<file path="src/mrs_pkg.sv">
// Constants for the modem reset and event status register bank.
package mrs_pkg;
   localparam int ADDR_W = 6;
   localparam int DATA_W = 16;
   localparam logic [ADDR_W-1:0] OFS_SOFT_RESET = 6'h07;
   localparam logic [ADDR_W-1:0] OFS_EVENT_FLAGS = 6'h20;
   localparam logic [DATA_W-1:0] SOFT_RESET_RST = 16'h0000;
   localparam logic [DATA_W-1:0] EVENT_FLAGS_RST = 16'h0000;
   localparam logic [DATA_W-1:0] ZERO_WORD = 16'h0000;
   localparam logic [DATA_W-1:0] SOFT_RESET_WMASK = 16'hFFFE;
   localparam int SOFT_RESET_BIT = 0;
   localparam int BIT_RESET_SEEN = 15;
   localparam int BIT_TALK_EXPIRED = 14;
   localparam int BIT_TALK_TRIGGERED = 13;
   localparam int BIT_GAP_ERR = 12;
   localparam int BIT_FRAME_ERR = 11;
   localparam int BIT_PARITY_ERR = 10;
   localparam int BIT_HOST_TIMEOUT = 9;
   localparam int BIT_CHECKSUM_ERR = 8;
   localparam int BIT_RX_THRESH = 7;
   localparam int BIT_RX_FULL = 6;
   localparam int BIT_RX_EMPTY = 5;
   localparam int BIT_TX_THRESH = 4;
   localparam int BIT_TX_FULL = 3;
   localparam int BIT_TX_EMPTY = 2;
   localparam int BIT_CARRIER = 1;
   localparam int BIT_CLEAR_TO_SEND = 0;
   localparam logic [DATA_W-1:0] LATCH_MASK = 16'h9F00;
endpackage : mrs_pkg

</file>
<file path="src/mrs_regs.sv">
// Software reset register and modem event status register.
`timescale 1ns/100ps
module mrs_regs
   import mrs_pkg::*;
(
   input wire logic i_ref_clk,
   input wire logic i_reset,
   input wire logic i_wr_en,
   input wire logic i_rd_en,
   input wire logic [ADDR_W-1:0] i_addr,
   input wire logic [DATA_W-1:0] i_wdata,
   input wire logic i_carrier_present,
   input wire logic i_send_request,
   input wire logic i_full_duplex,
   input wire logic i_rx_queue_at_threshold,
   input wire logic i_rx_queue_full,
   input wire logic i_rx_queue_empty,
   input wire logic i_tx_queue_at_threshold,
   input wire logic i_tx_queue_full,
   input wire logic i_tx_queue_empty,
   input wire logic i_talk_limit_expired,
   input wire logic i_talk_limit_triggered,
   input wire logic i_gap_error,
   input wire logic i_frame_error,
   input wire logic i_parity_error,
   input wire logic i_host_timeout_expired,
   input wire logic i_checksum_error,
   output logic [DATA_W-1:0] o_rdata,
   output logic o_rd_valid,
   output logic o_soft_reset,
   output logic o_fifo_flush,
   output logic [DATA_W-1:0] o_event_flags,
   output logic o_clear_to_send
);
   logic [DATA_W-1:0] flags_q;
   logic [DATA_W-1:0] flags_d;
   logic [DATA_W-1:0] rsv_q;
   logic [DATA_W-1:0] rsv_d;
   logic soft_q;
   logic [DATA_W-1:0] rdata_q;
   logic rd_valid_q;
   localparam logic [DATA_W-1:0] SEEN_MASK = DATA_W'(1) << BIT_RESET_SEEN;

   wire sel_reset = (i_addr == OFS_SOFT_RESET);
   wire sel_flags = (i_addr == OFS_EVENT_FLAGS);
   wire wr_reset = i_wr_en & sel_reset;
   wire wr_flags = i_wr_en & sel_flags;
   wire soft_hit = wr_reset & i_wdata[SOFT_RESET_BIT];
   // Live bits; carrier and clear-to-send never see host write data.
   wire cts_live = i_send_request & (i_full_duplex | ~i_carrier_present);
   logic [DATA_W-1:0] live_vec;
   logic [DATA_W-1:0] event_vec;
   always_comb begin
      live_vec = ZERO_WORD;
      live_vec[BIT_TALK_EXPIRED] = i_talk_limit_expired;
      live_vec[BIT_TALK_TRIGGERED] = i_talk_limit_triggered;
      live_vec[BIT_RX_THRESH] = i_rx_queue_at_threshold;
      live_vec[BIT_RX_FULL] = i_rx_queue_full;
      live_vec[BIT_RX_EMPTY] = i_rx_queue_empty;
      live_vec[BIT_TX_THRESH] = i_tx_queue_at_threshold;
      live_vec[BIT_TX_FULL] = i_tx_queue_full;
      live_vec[BIT_TX_EMPTY] = i_tx_queue_empty;
      live_vec[BIT_CARRIER] = i_carrier_present;
      live_vec[BIT_CLEAR_TO_SEND] = cts_live;
      event_vec = ZERO_WORD;
      event_vec[BIT_RESET_SEEN] = soft_q;
      event_vec[BIT_GAP_ERR] = i_gap_error;
      event_vec[BIT_FRAME_ERR] = i_frame_error;
      event_vec[BIT_PARITY_ERR] = i_parity_error;
      event_vec[BIT_HOST_TIMEOUT] = i_host_timeout_expired;
      event_vec[BIT_CHECKSUM_ERR] = i_checksum_error;
   end
   // A new event wins over a clear or a soft reset in the same cycle, so no event is lost.
   wire [DATA_W-1:0] w1c_vec = wr_flags ? i_wdata : ZERO_WORD;
   wire [DATA_W-1:0] keep_vec = soft_q ? ZERO_WORD : (flags_q & ~w1c_vec);
   assign flags_d = (((keep_vec | event_vec) & LATCH_MASK) | (live_vec & ~LATCH_MASK));
   assign rsv_d = soft_q ? SOFT_RESET_RST : (wr_reset ? (i_wdata & SOFT_RESET_WMASK) : rsv_q);
   wire [DATA_W-1:0] rd_mux = sel_reset ? rsv_q : (sel_flags ? flags_q : ZERO_WORD);

   always_ff @(posedge i_ref_clk) begin
      if (i_reset) begin
         flags_q <= EVENT_FLAGS_RST;
         rsv_q <= SOFT_RESET_RST;
         soft_q <= 1'b0;
         rdata_q <= ZERO_WORD;
         rd_valid_q <= 1'b0;
      end else begin
         flags_q <= flags_d;
         rsv_q <= rsv_d;
         soft_q <= soft_hit;
         rdata_q <= i_rd_en ? rd_mux : rdata_q;
         rd_valid_q <= i_rd_en;
      end
   end

   assign o_rdata = rdata_q;
   assign o_rd_valid = rd_valid_q;
   assign o_soft_reset = soft_q;
   assign o_fifo_flush = soft_q;
   assign o_event_flags = flags_q;
   assign o_clear_to_send = flags_q[BIT_CLEAR_TO_SEND];
endmodule : mrs_regs

</file>
<file path="config.mk">
export PLATFORM = sky130hd
export DESIGN_NAME = mrs_regs
export DESIGN_NICKNAME = d
export VERILOG_FILES = /design/src/mrs_pkg.sv /design/src/mrs_regs.sv
export SDC_FILE = /design/constraint.sdc
export NUM_CORES = 1
export LEC_CHECK = 0
export ABC_AREA = 1
export BUFFER_PORTS_ARGS = -buffer_cell sky130_fd_sc_hd__buf_2
export CAP_MARGIN = 20
export CORE_MARGIN = 2
export CORE_UTILIZATION = 45
export CTS_CLUSTER_SIZE = 24
export DETAILED_ROUTE_END_ITERATION = 10
export GPL_ROUTABILITY_DRIVEN = 0
export HOLD_SLACK_MARGIN = 0.08
export PLACE_DENSITY_LB_ADDON = 0.05
export SLEW_MARGIN = 20
export SYNTH_ARGS = -nofsm -noshare
export SYNTH_HDL_FRONTEND = slang
export SYNTH_SLANG_ARGS = --single-unit
</file>
<file path="constraint.sdc">
create_clock -name i_ref_clk -period 1.4 [get_ports i_ref_clk]
set_input_delay 0.28 -clock i_ref_clk [delete_from_list [all_inputs] [get_ports i_ref_clk]]
set_output_delay 0.28 -clock i_ref_clk [all_outputs]
set_load 0.05 [all_outputs]
</file>
[Word level (Yosys, flattened, before mapping)]
Index checks and enable logic that the tools add are counted.
Word-level totals
  register bits after elaboration: 49
  bits of input ports: 42
  output and inout bits: 36
  word-level logic and storage cells: 22
Cells by class
  eq/ne operators: 2
  mux-type cells: 4
  bitwise gates (word level): 10
  reductions and logical operators: 1
Operator list (count)
  $mux W16: 4
  $and A16 B16 Y16: 1
  $not A16 Y16: 1
  $or A16 B15 Y16: 1
  $or A16 B16 Y16: 1
  $eq A6 B3 Y1 const B: 1
  $eq A6 B6 Y1 const B: 1
  $and A1 B1 Y1: 4
  $reduce_or A2 Y1: 1
  $not A1 Y1: 1
  $or A1 B1 Y1: 1

[Longest topological paths before layout]
Gate-level depths: netlist (run 1).
  depth after elaboration: 8
  depth in mapped cells: 8
  mapped depth without buffers: 7

[Least setup slack after synthesis (run 1)]
OpenSTA, ideal clock, no wires.
  path kind: reg2reg
  from: register soft_q, in the netlist o_fifo_flush
  to: register rsv_q[10]
  setup time: 0.117 ns
  arrival: 1.226 ns
  required time: 1.283 ns
  slack: 0.058 ns
  stages on the path, launching flop included: 4
  path buffers: 1
  clock period less this slack: 1.342 ns
  path through: dfxtp_1 nor2_1 clkbuf_1 a21boi_1
On the way
  longest elaborated chain between the ends: 1
Ends and longest elaborated chain
  start: declaration: line mrs_regs.sv:39  | logic soft_q;
  start signal: assignment: line mrs_regs.sv:90  | soft_q <= soft_hit;
  $reduce_or A2 Y1 (no source line)
  end signal: assignment: line mrs_regs.sv:89  | rsv_q <= rsv_d;
  end: declaration: line mrs_regs.sv:37  | logic [DATA_W-1:0] rsv_q;
Every way passes these cells.
A chain may end at the register's enable or synchronous reset.

[Final worst setup path (run 1)]
  from: register soft_q, in the netlist o_fifo_flush
  to: output port o_fifo_flush
RTL lines
  end: declaration: line mrs_regs.sv:31  | output logic o_fifo_flush,
No word-level cell between the ends.

==> reports/summary.md, run 1 <==
The run finished with clean final reports. Setup violations remaining at the end of the flow were counted as 0. Cell with the biggest individual delay on the critical path: sky130_fd_sc_hd__dfxtp_1.

Max-cap check violation count: 0. The clock latency at the later pin of the worst-skew pair is 280 ps, and the area added between synthesis and finish is 26.5%. In this run, placement finished with an instance count of 408. The routed design could run at a clock period as short as 1260 ps.

The critical path goes through buf_2. The logs give 17 for the count of unique library cells instantiated by Yosys and 46.9% for the sequential element share of the synthesized area. The tree is rooted in a sky130_fd_sc_hd__clkbuf_8. Ranked by total cell area, the synthesized netlist is headed by sky130_fd_sc_hd__dfxtp_1 47%, sky130_fd_sc_hd__nand2_1 9.9%, sky130_fd_sc_hd__nor2_1 9.2%. Counting the buffers created by CTS gives 5.

TritonCTS built the clock tree. For the post-synthesis cell count, the log shows 292. The count of input and output buffers works out to 77.

The buffer depth of the longest clock path is 2. Setup repair after global routing left no endpoint under its margin. After detailed routing, the number of vias per cell comes to 4.77.

The run gives 59.9% as the final core utilization. In this run, synthesis inferred 0 flip-flops with an integrated enable. In this run the vertical extent of the chip is 72.1 um. Clock-pin slew was measured on the worst setup and hold paths at 80 ps. The clock skew is 4.97 ps, and the net count after synthesis is 334. Kind of cell with the highest combined delay on the critical path: flip-flops. The logs give 105 for the iteration-0 DRC count of the detailed router and 24 for the number of rows in the core area. The initial utilization of the core area, before any placement, comes to 47.3%. For this run, the detailed router's first-pass iteration total came to 4. The floorplan die width works out to 72.1 um. The region available for standard cell placement spans 4410 um^2. For this run, the slowest stage of the critical path takes 400 ps. The post-route fraction of the period consumed by the critical path came out at 89.9%.

The biggest area contributor in the post-synthesis netlist is sky130_fd_sc_hd__dfxtp_1. Once layout is complete, the cells apart from fillers number 415. The count of H-tree levels built during CTS is 2. The worst setup path is of the reg2out kind. Data arrives at the worst endpoint at 980 ps. Critical path launch point type: a register. Setup slack on the critical path of the routed design comes to 142 ps.

After routing, the total negative slack on setup checks comes to 0 ps. For this run, the top clock speed supported by timing is 0.795 GHz. In this run the static leakage power is 1.35 nW. For this run, design rule violations remaining after detail routing come to 0.

In this run the post-CTS setup repair buffer count came out at 0. The worst path buffer plus inverter count came out at 1. In the final design database the tool counted 405 nets. The worst slack after detailed placement was 76.5 ps. The remaining antenna violation count is 0, and the detailed placer's ending HPWL is 3560 um. The run gives 0 as the number of warnings issued by yosys. Synthesized area: 2090 um^2. The tools report the via count of the first global-routing pass as 1833.

Power density over cell area: 1040 nW/um^2. The worst path required time came out at 1120 ps. The slew at the pin with the worst max-slew slack was 486 ps; the routed wire length per instance was 11.6 um.

Most common library cell in the layout ignoring fill and taps: sky130_fd_sc_hd__buf_2. Of all nets on the critical path, the largest fanout is 4. The top cell type by area accounts for 46.9% of the synthesized area. Synthesis inferred 49 register bits. In this run the tightest slew margin relative to its limit is 67.6%. Summing over every cut layer, the via total after detailed routing is 1981. For the total detailed-routing wirelength, the log shows 4820 um.

The first-pass GRT wire length came out at 8120 um. The most used flip-flop cell after synthesis is sky130_fd_sc_hd__dfxtp_1. Of all flip-flops after synthesis, the portion carrying an async set or reset was 0%. The mean instance size in the synthesized netlist works out to 7.16 um^2. For this design, the sink count on the clock tree is 49. During I/O placement, the number of pins put on the boundary was 78.

0 antenna diodes ended up in the layout. The final number of hold-violating endpoints is 0. Proportion of layout cells with a drive suffix above 1: 26.7%.

The worst hold-check path type was in2reg. Entering global routing, the biggest net connects 35 pins. The die covers 5200 um^2.

STA classifies the critical path endpoint as an output port. The number of slew-limit violations in the final report is 0, and the initial antenna violation count is 0. In the layout the commonest cells are 77 x sky130_fd_sc_hd__buf_2, 55 x sky130_fd_sc_hd__nand2_1, 49 x sky130_fd_sc_hd__nor2_1, 49 x sky130_fd_sc_hd__dfxtp_1. Summed over all layers, the global routing overflow is 0. Across every metal layer, demand over resource in global routing totals 19.4%. Across the VDD grid, the largest voltage drop is 0.670 mV.
## per-stage QoR
stage	instance area, um^2	hold WS [ps]	total power, mW
CTS	2640	182	2.79
detailed placement	2550	458	1.99
floorplan	2090	387	1.83
finish	2640	192	2.76
global placement	2550	450	1.98
global route	2640	184	2.90
## logic make-up after synthesis
| kind of cell | Yosys count | share of synthesized area (%) |
|---|---|---|
| AOI/OAI and AO/OA | 23 | 7.31 |
| DFF | 49 | 46.9 |
| buffers and inverters | 59 | 11.5 |
| and+or+nand+nor | 161 | 34.3 |
## synthesized netlist by cell type (all sizes together) (7+ instances only)
cell type	n
a21oi	7
nand3	38
a21boi	15
inv	38
nand4	15
nand2	55
nor2	51
buf	12
clkbuf	9
dfxtp	49
## where the power goes
| group | total, mW | switching [mW] | internal, mW |
|---|---|---|---|
| Sequential | 1.47 | 0.0258 | 1.44 |
| Clock | 0.805 | 0.412 | 0.392 |
| Combinational | 0.482 | 0.335 | 0.147 |
## per-layer routing
metal / part of all wire, % / global-route usage [%] / wire (um)
met1: 51 / 28.4 / 2450
met2: 43 / 29.6 / 2080
met3: 5.5 / 4.31 / 267
met4: 0.31 / 3.77 / 15
met5: 0 / 0 / 0
## cell type report
class                   instances  area, um^2
clock buffers                   7        86.3
inverters                      38         143
flip-flops and latches         49         981
repair buffers                 85         495
fillers                       464        1770
multi-input cells             184         873
well taps                      52        65.1
## path summary, 6_finish.rpt
| kind | depth (start not counted) | slack (ps) | startpoint | end |
|---|---|---|---|---|
| worst min register to register | 2 | 470 | rsv_q[9] | rsv_q[9] |
| worst max register to register | 2 | 340 | o_fifo_flush | rsv_q[2] |
| worst max-delay path | 1 | 140 | o_fifo_flush | o_fifo_flush |
| worst min-delay path | 3 | 190 | i_rx_queue_empty | o_event_flags[5] |
## sequential cells by signal (all words and copies together), names as in the netlist
signal / flops
o_rdata: 16
rsv_q: 15
o_event_flags: 16
o_fifo_flush: 1
o_rd_valid: 1
## repair_timing
item	4_1_cts	5_1_grt
gates resized for setup	0	1
endpoints found under the setup margin	0	8
endpoints found under the hold margin	0	0
hold buffers	0	0
Power figures use the tool's default switching activity.
==> run 2: changes to the inputs <==
--- a/config.mk
+++ b/config.mk
@@ -14,7 +14,7 @@
 export DETAILED_ROUTE_END_ITERATION = 10
 export GPL_ROUTABILITY_DRIVEN = 0
 export HOLD_SLACK_MARGIN = 0.08
-export PLACE_DENSITY_LB_ADDON = 0.05
+export PLACE_DENSITY_LB_ADDON = 0.2
 export SLEW_MARGIN = 20
 export SYNTH_ARGS = -nofsm -noshare
 export SYNTH_HDL_FRONTEND = slang
==> reports/summary.md, run 2 (same netlist as run 1, synthesis figures left out) <==
The beginning of the worst register-to-register path is o_fifo_flush. The run gives 0 as the initial antenna violation count. The clock latency at the later pin of the worst-skew pair is 300 ps, and the remaining antenna violation count is 0. After clock tree synthesis, the clock-pin slew on the worst setup and hold paths is 90 ps. Clock tree synthesis selected as its root buffer the cell sky130_fd_sc_hd__clkbuf_8. The run gives 408 as the placed cell count.

In this run the standard cell core region covers 4410 um^2. Cells fill 60.0% of the core in the end. TritonCTS built the clock tree.

In this run the tightest slew margin relative to its limit is 48.4%. Leaving out fill and tap cells, the most frequent cells in the layout are 75 x sky130_fd_sc_hd__buf_2, 55 x sky130_fd_sc_hd__nand2_1, 50 x sky130_fd_sc_hd__nor2_1, 48 x sky130_fd_sc_hd__dfxtp_1. Along the worst path, the maximum fanout reaches 5. CTS saw 49 sinks.

The total number of vias was 2034; the number of slew-limit violations in the final report was 0. After detailed routing, the number of vias per cell comes to 4.89. The H-tree was split into 2 levels.

The net count of the finished layout is 405. The finished cells cover 2650 um^2. For the pin with the worst max-slew slack, the measured transition is 770 ps. The global-route total usage across every layer came out at 20.1%. The nature of the critical path endpoint is an output port.

Of the total power, the clock network draws 29.8%. The die area is 5200 um^2, and the power spent charging and discharging nets is 0.836 mW. Of the total power, the share spent switching nets is 30.0%.

Measured along the x axis, the die boundary spans 72.1 um. The layout has 429 filler cells. The smallest clock period supported by the final layout is computed as 1330 ps.

The number of CTS-inserted buffers was 5. Setup violations remaining at the end of the flow were counted as 0. The run finished with clean final reports.

The kind of critical path is reg2out. Of the available clock period, the critical path in the final layout requires 95.2%. End point of the critical path: o_soft_reset. The logs give 0 for the final number of hold-violating endpoints and 52.8% for the part of the power in registers.

Once placement finished, the instance area stood at 2550 um^2. The design draws 2.78 mW. 78 I/O pins were placed. Post-CTS setup-driven buffer insertion count: 0. In this run the static leakage power is 1.35 nW. The run gives 4950 um as the total detailed-routing wirelength. The tools report the part of the total power dissipated in combinational logic as 17.4%. The floorplan has 24 rows. In the final layout, the share of cells above drive strength 1 is 26.9%.

Timing would allow up to 0.750 GHz. The via count of the first global-routing pass came out at 1730. Setup repair after global routing left no endpoint under its margin. Once layout is complete, the cells apart from fillers number 416. For this run the aggregate overflow at the end of global routing stands at 0. The worst reg2reg path depth came out at 2.

The worst register-to-register path ends at rsv_q[10]. For this design the ratio of total power to cell area is 1050 nW/um^2. The critical path launch point type was a register.

The first routing iteration left 173 violations. Once detailed placement completed, the half-perimeter wirelength came to 3590 um. For the clock skew, the log shows 3.60 ps. The first global-routing pass estimated 8200 um of wire. The first detailed-routing pass ran for 4 iterations.

The most common library cell in the layout ignoring fill and taps was sky130_fd_sc_hd__buf_2. In this run the worst hold path is classified as in2reg. The count of input and output buffers was 77; the internal power was 1.95 mW. The buffer depth of the longest clock path was 2; the height of the die was 72.1 um. The number of design rule violations left after detail routing is 0. The area added between synthesis and finish is 26.7%. The routed wire length per instance was 11.9 um; the max-cap check violation count was 0.

The critical path arrival is 1050 ps, and the maximum number of pins on one net before global-route repair is 35. The initial utilization of the core area, before any placement, comes to 47.3%. The repair_antennas step left the layout with diodes totalling 0. The worst register-to-register path has a setup slack of 140 ps. VDD sags by at most 0.571 mV.

Launching instance or port of the critical path: o_fifo_flush. For the worst setup path, the data required time is 1120 ps.
[run 2: cell count changes in the layout (fill, tap and decap cells not counted)]
cell                       previous run  this run
sky130_fd_sc_hd__nor2_2               2         1
sky130_fd_sc_hd__buf_2               77        75
sky130_fd_sc_hd__inv_6                0         1
sky130_fd_sc_hd__nor2_1              49        50
sky130_fd_sc_hd__clkinv_2             0         1
sky130_fd_sc_hd__clkbuf_8             6         5
sky130_fd_sc_hd__dfxtp_1             49        48
sky130_fd_sc_hd__clkbuf_4             0         2
sky130_fd_sc_hd__dfxtp_2              0         1
[run 2: worst max-delay path, stage by stage (launching register included)]
cell                       delay [ps]
sky130_fd_sc_hd__dfxtp_2          380
sky130_fd_sc_hd__buf_4            150
sky130_fd_sc_hd__clkbuf_4         230
[run 2: final cells by class]
| type | count | area (um^2) | share of cell area [%] |
|---|---|---|---|
| Sequential cell | 49 | 982 | 37.1 |
| Multi-Input combinational cell | 184 | 871 | 32.9 |
| Clock inverter | 2 | 13.8 | 0.520 |
| Clock buffer | 6 | 72.6 | 2.74 |
| Tap cell | 52 | 65.1 | 2.46 |
| Inverter | 38 | 143 | 5.39 |
| Timing Repair Buffer | 85 | 500 | 18.9 |
[run 2: worst min-delay path by stage]
| stage | from | endpoint | slack, ps | cells after the start |
|---|---|---|---|---|
| final | i_rx_queue_full | o_event_flags[6] | 180 | 3 |
| after global routing | i_carrier_present | o_event_flags[1] | 180 | 3 |
| after CTS | i_talk_limit_expired | o_event_flags[14] | 170 | 3 |
| after detailed placement | rsv_q[1] | rsv_q[1] | 460 | 2 |
| after global placement | rsv_q[10] | rsv_q[10] | 450 | 2 |
| after floorplan | i_talk_limit_triggered | o_event_flags[13] | 390 | 2 |
[run 2: power groups by stage]
| stage | sequential, mW | combinational, mW | clock [mW] |
|---|---|---|---|
| global route | 1.48 | 0.524 | 0.904 |
| detailed placement | 1.50 | 0.486 | 0 |
| global placement | 1.50 | 0.481 | 0 |
| CTS | 1.47 | 0.487 | 0.853 |
| finish | 1.47 | 0.484 | 0.831 |
| floorplan | 1.67 | 0.158 | 0 |
[run 2: layer usage]
layer,wire (um),vias to the layer above,track usage (%)
met1,2470,911,29.5
met3,376,5,5.69
met5,0,-,0
met4,46,0,5.66
met2,2070,59,28.7
li1,-,1059,-
[run 2: stage by stage]
| step | setup WS [ps] | hold WS (ps) | setup TNS, ps |
|---|---|---|---|
| global route | 31.8 | 178 | 0 |
| global placement | 106 | 449 | 0 |
| detailed placement | 54.0 | 457 | 0 |
| floorplan | 57.7 | 387 | 0 |
| CTS | -36.2 | 167 | -70.8 |
| finish | 66.9 | 177 | 0 |
[run 2: timing repair]
| action | 4_1_cts | 5_1_grt |
|---|---|---|
| setup endpoints to repair | 2 | 2 |
| hold buffers | 0 | 0 |
| gates resized for setup | 0 | 3 |
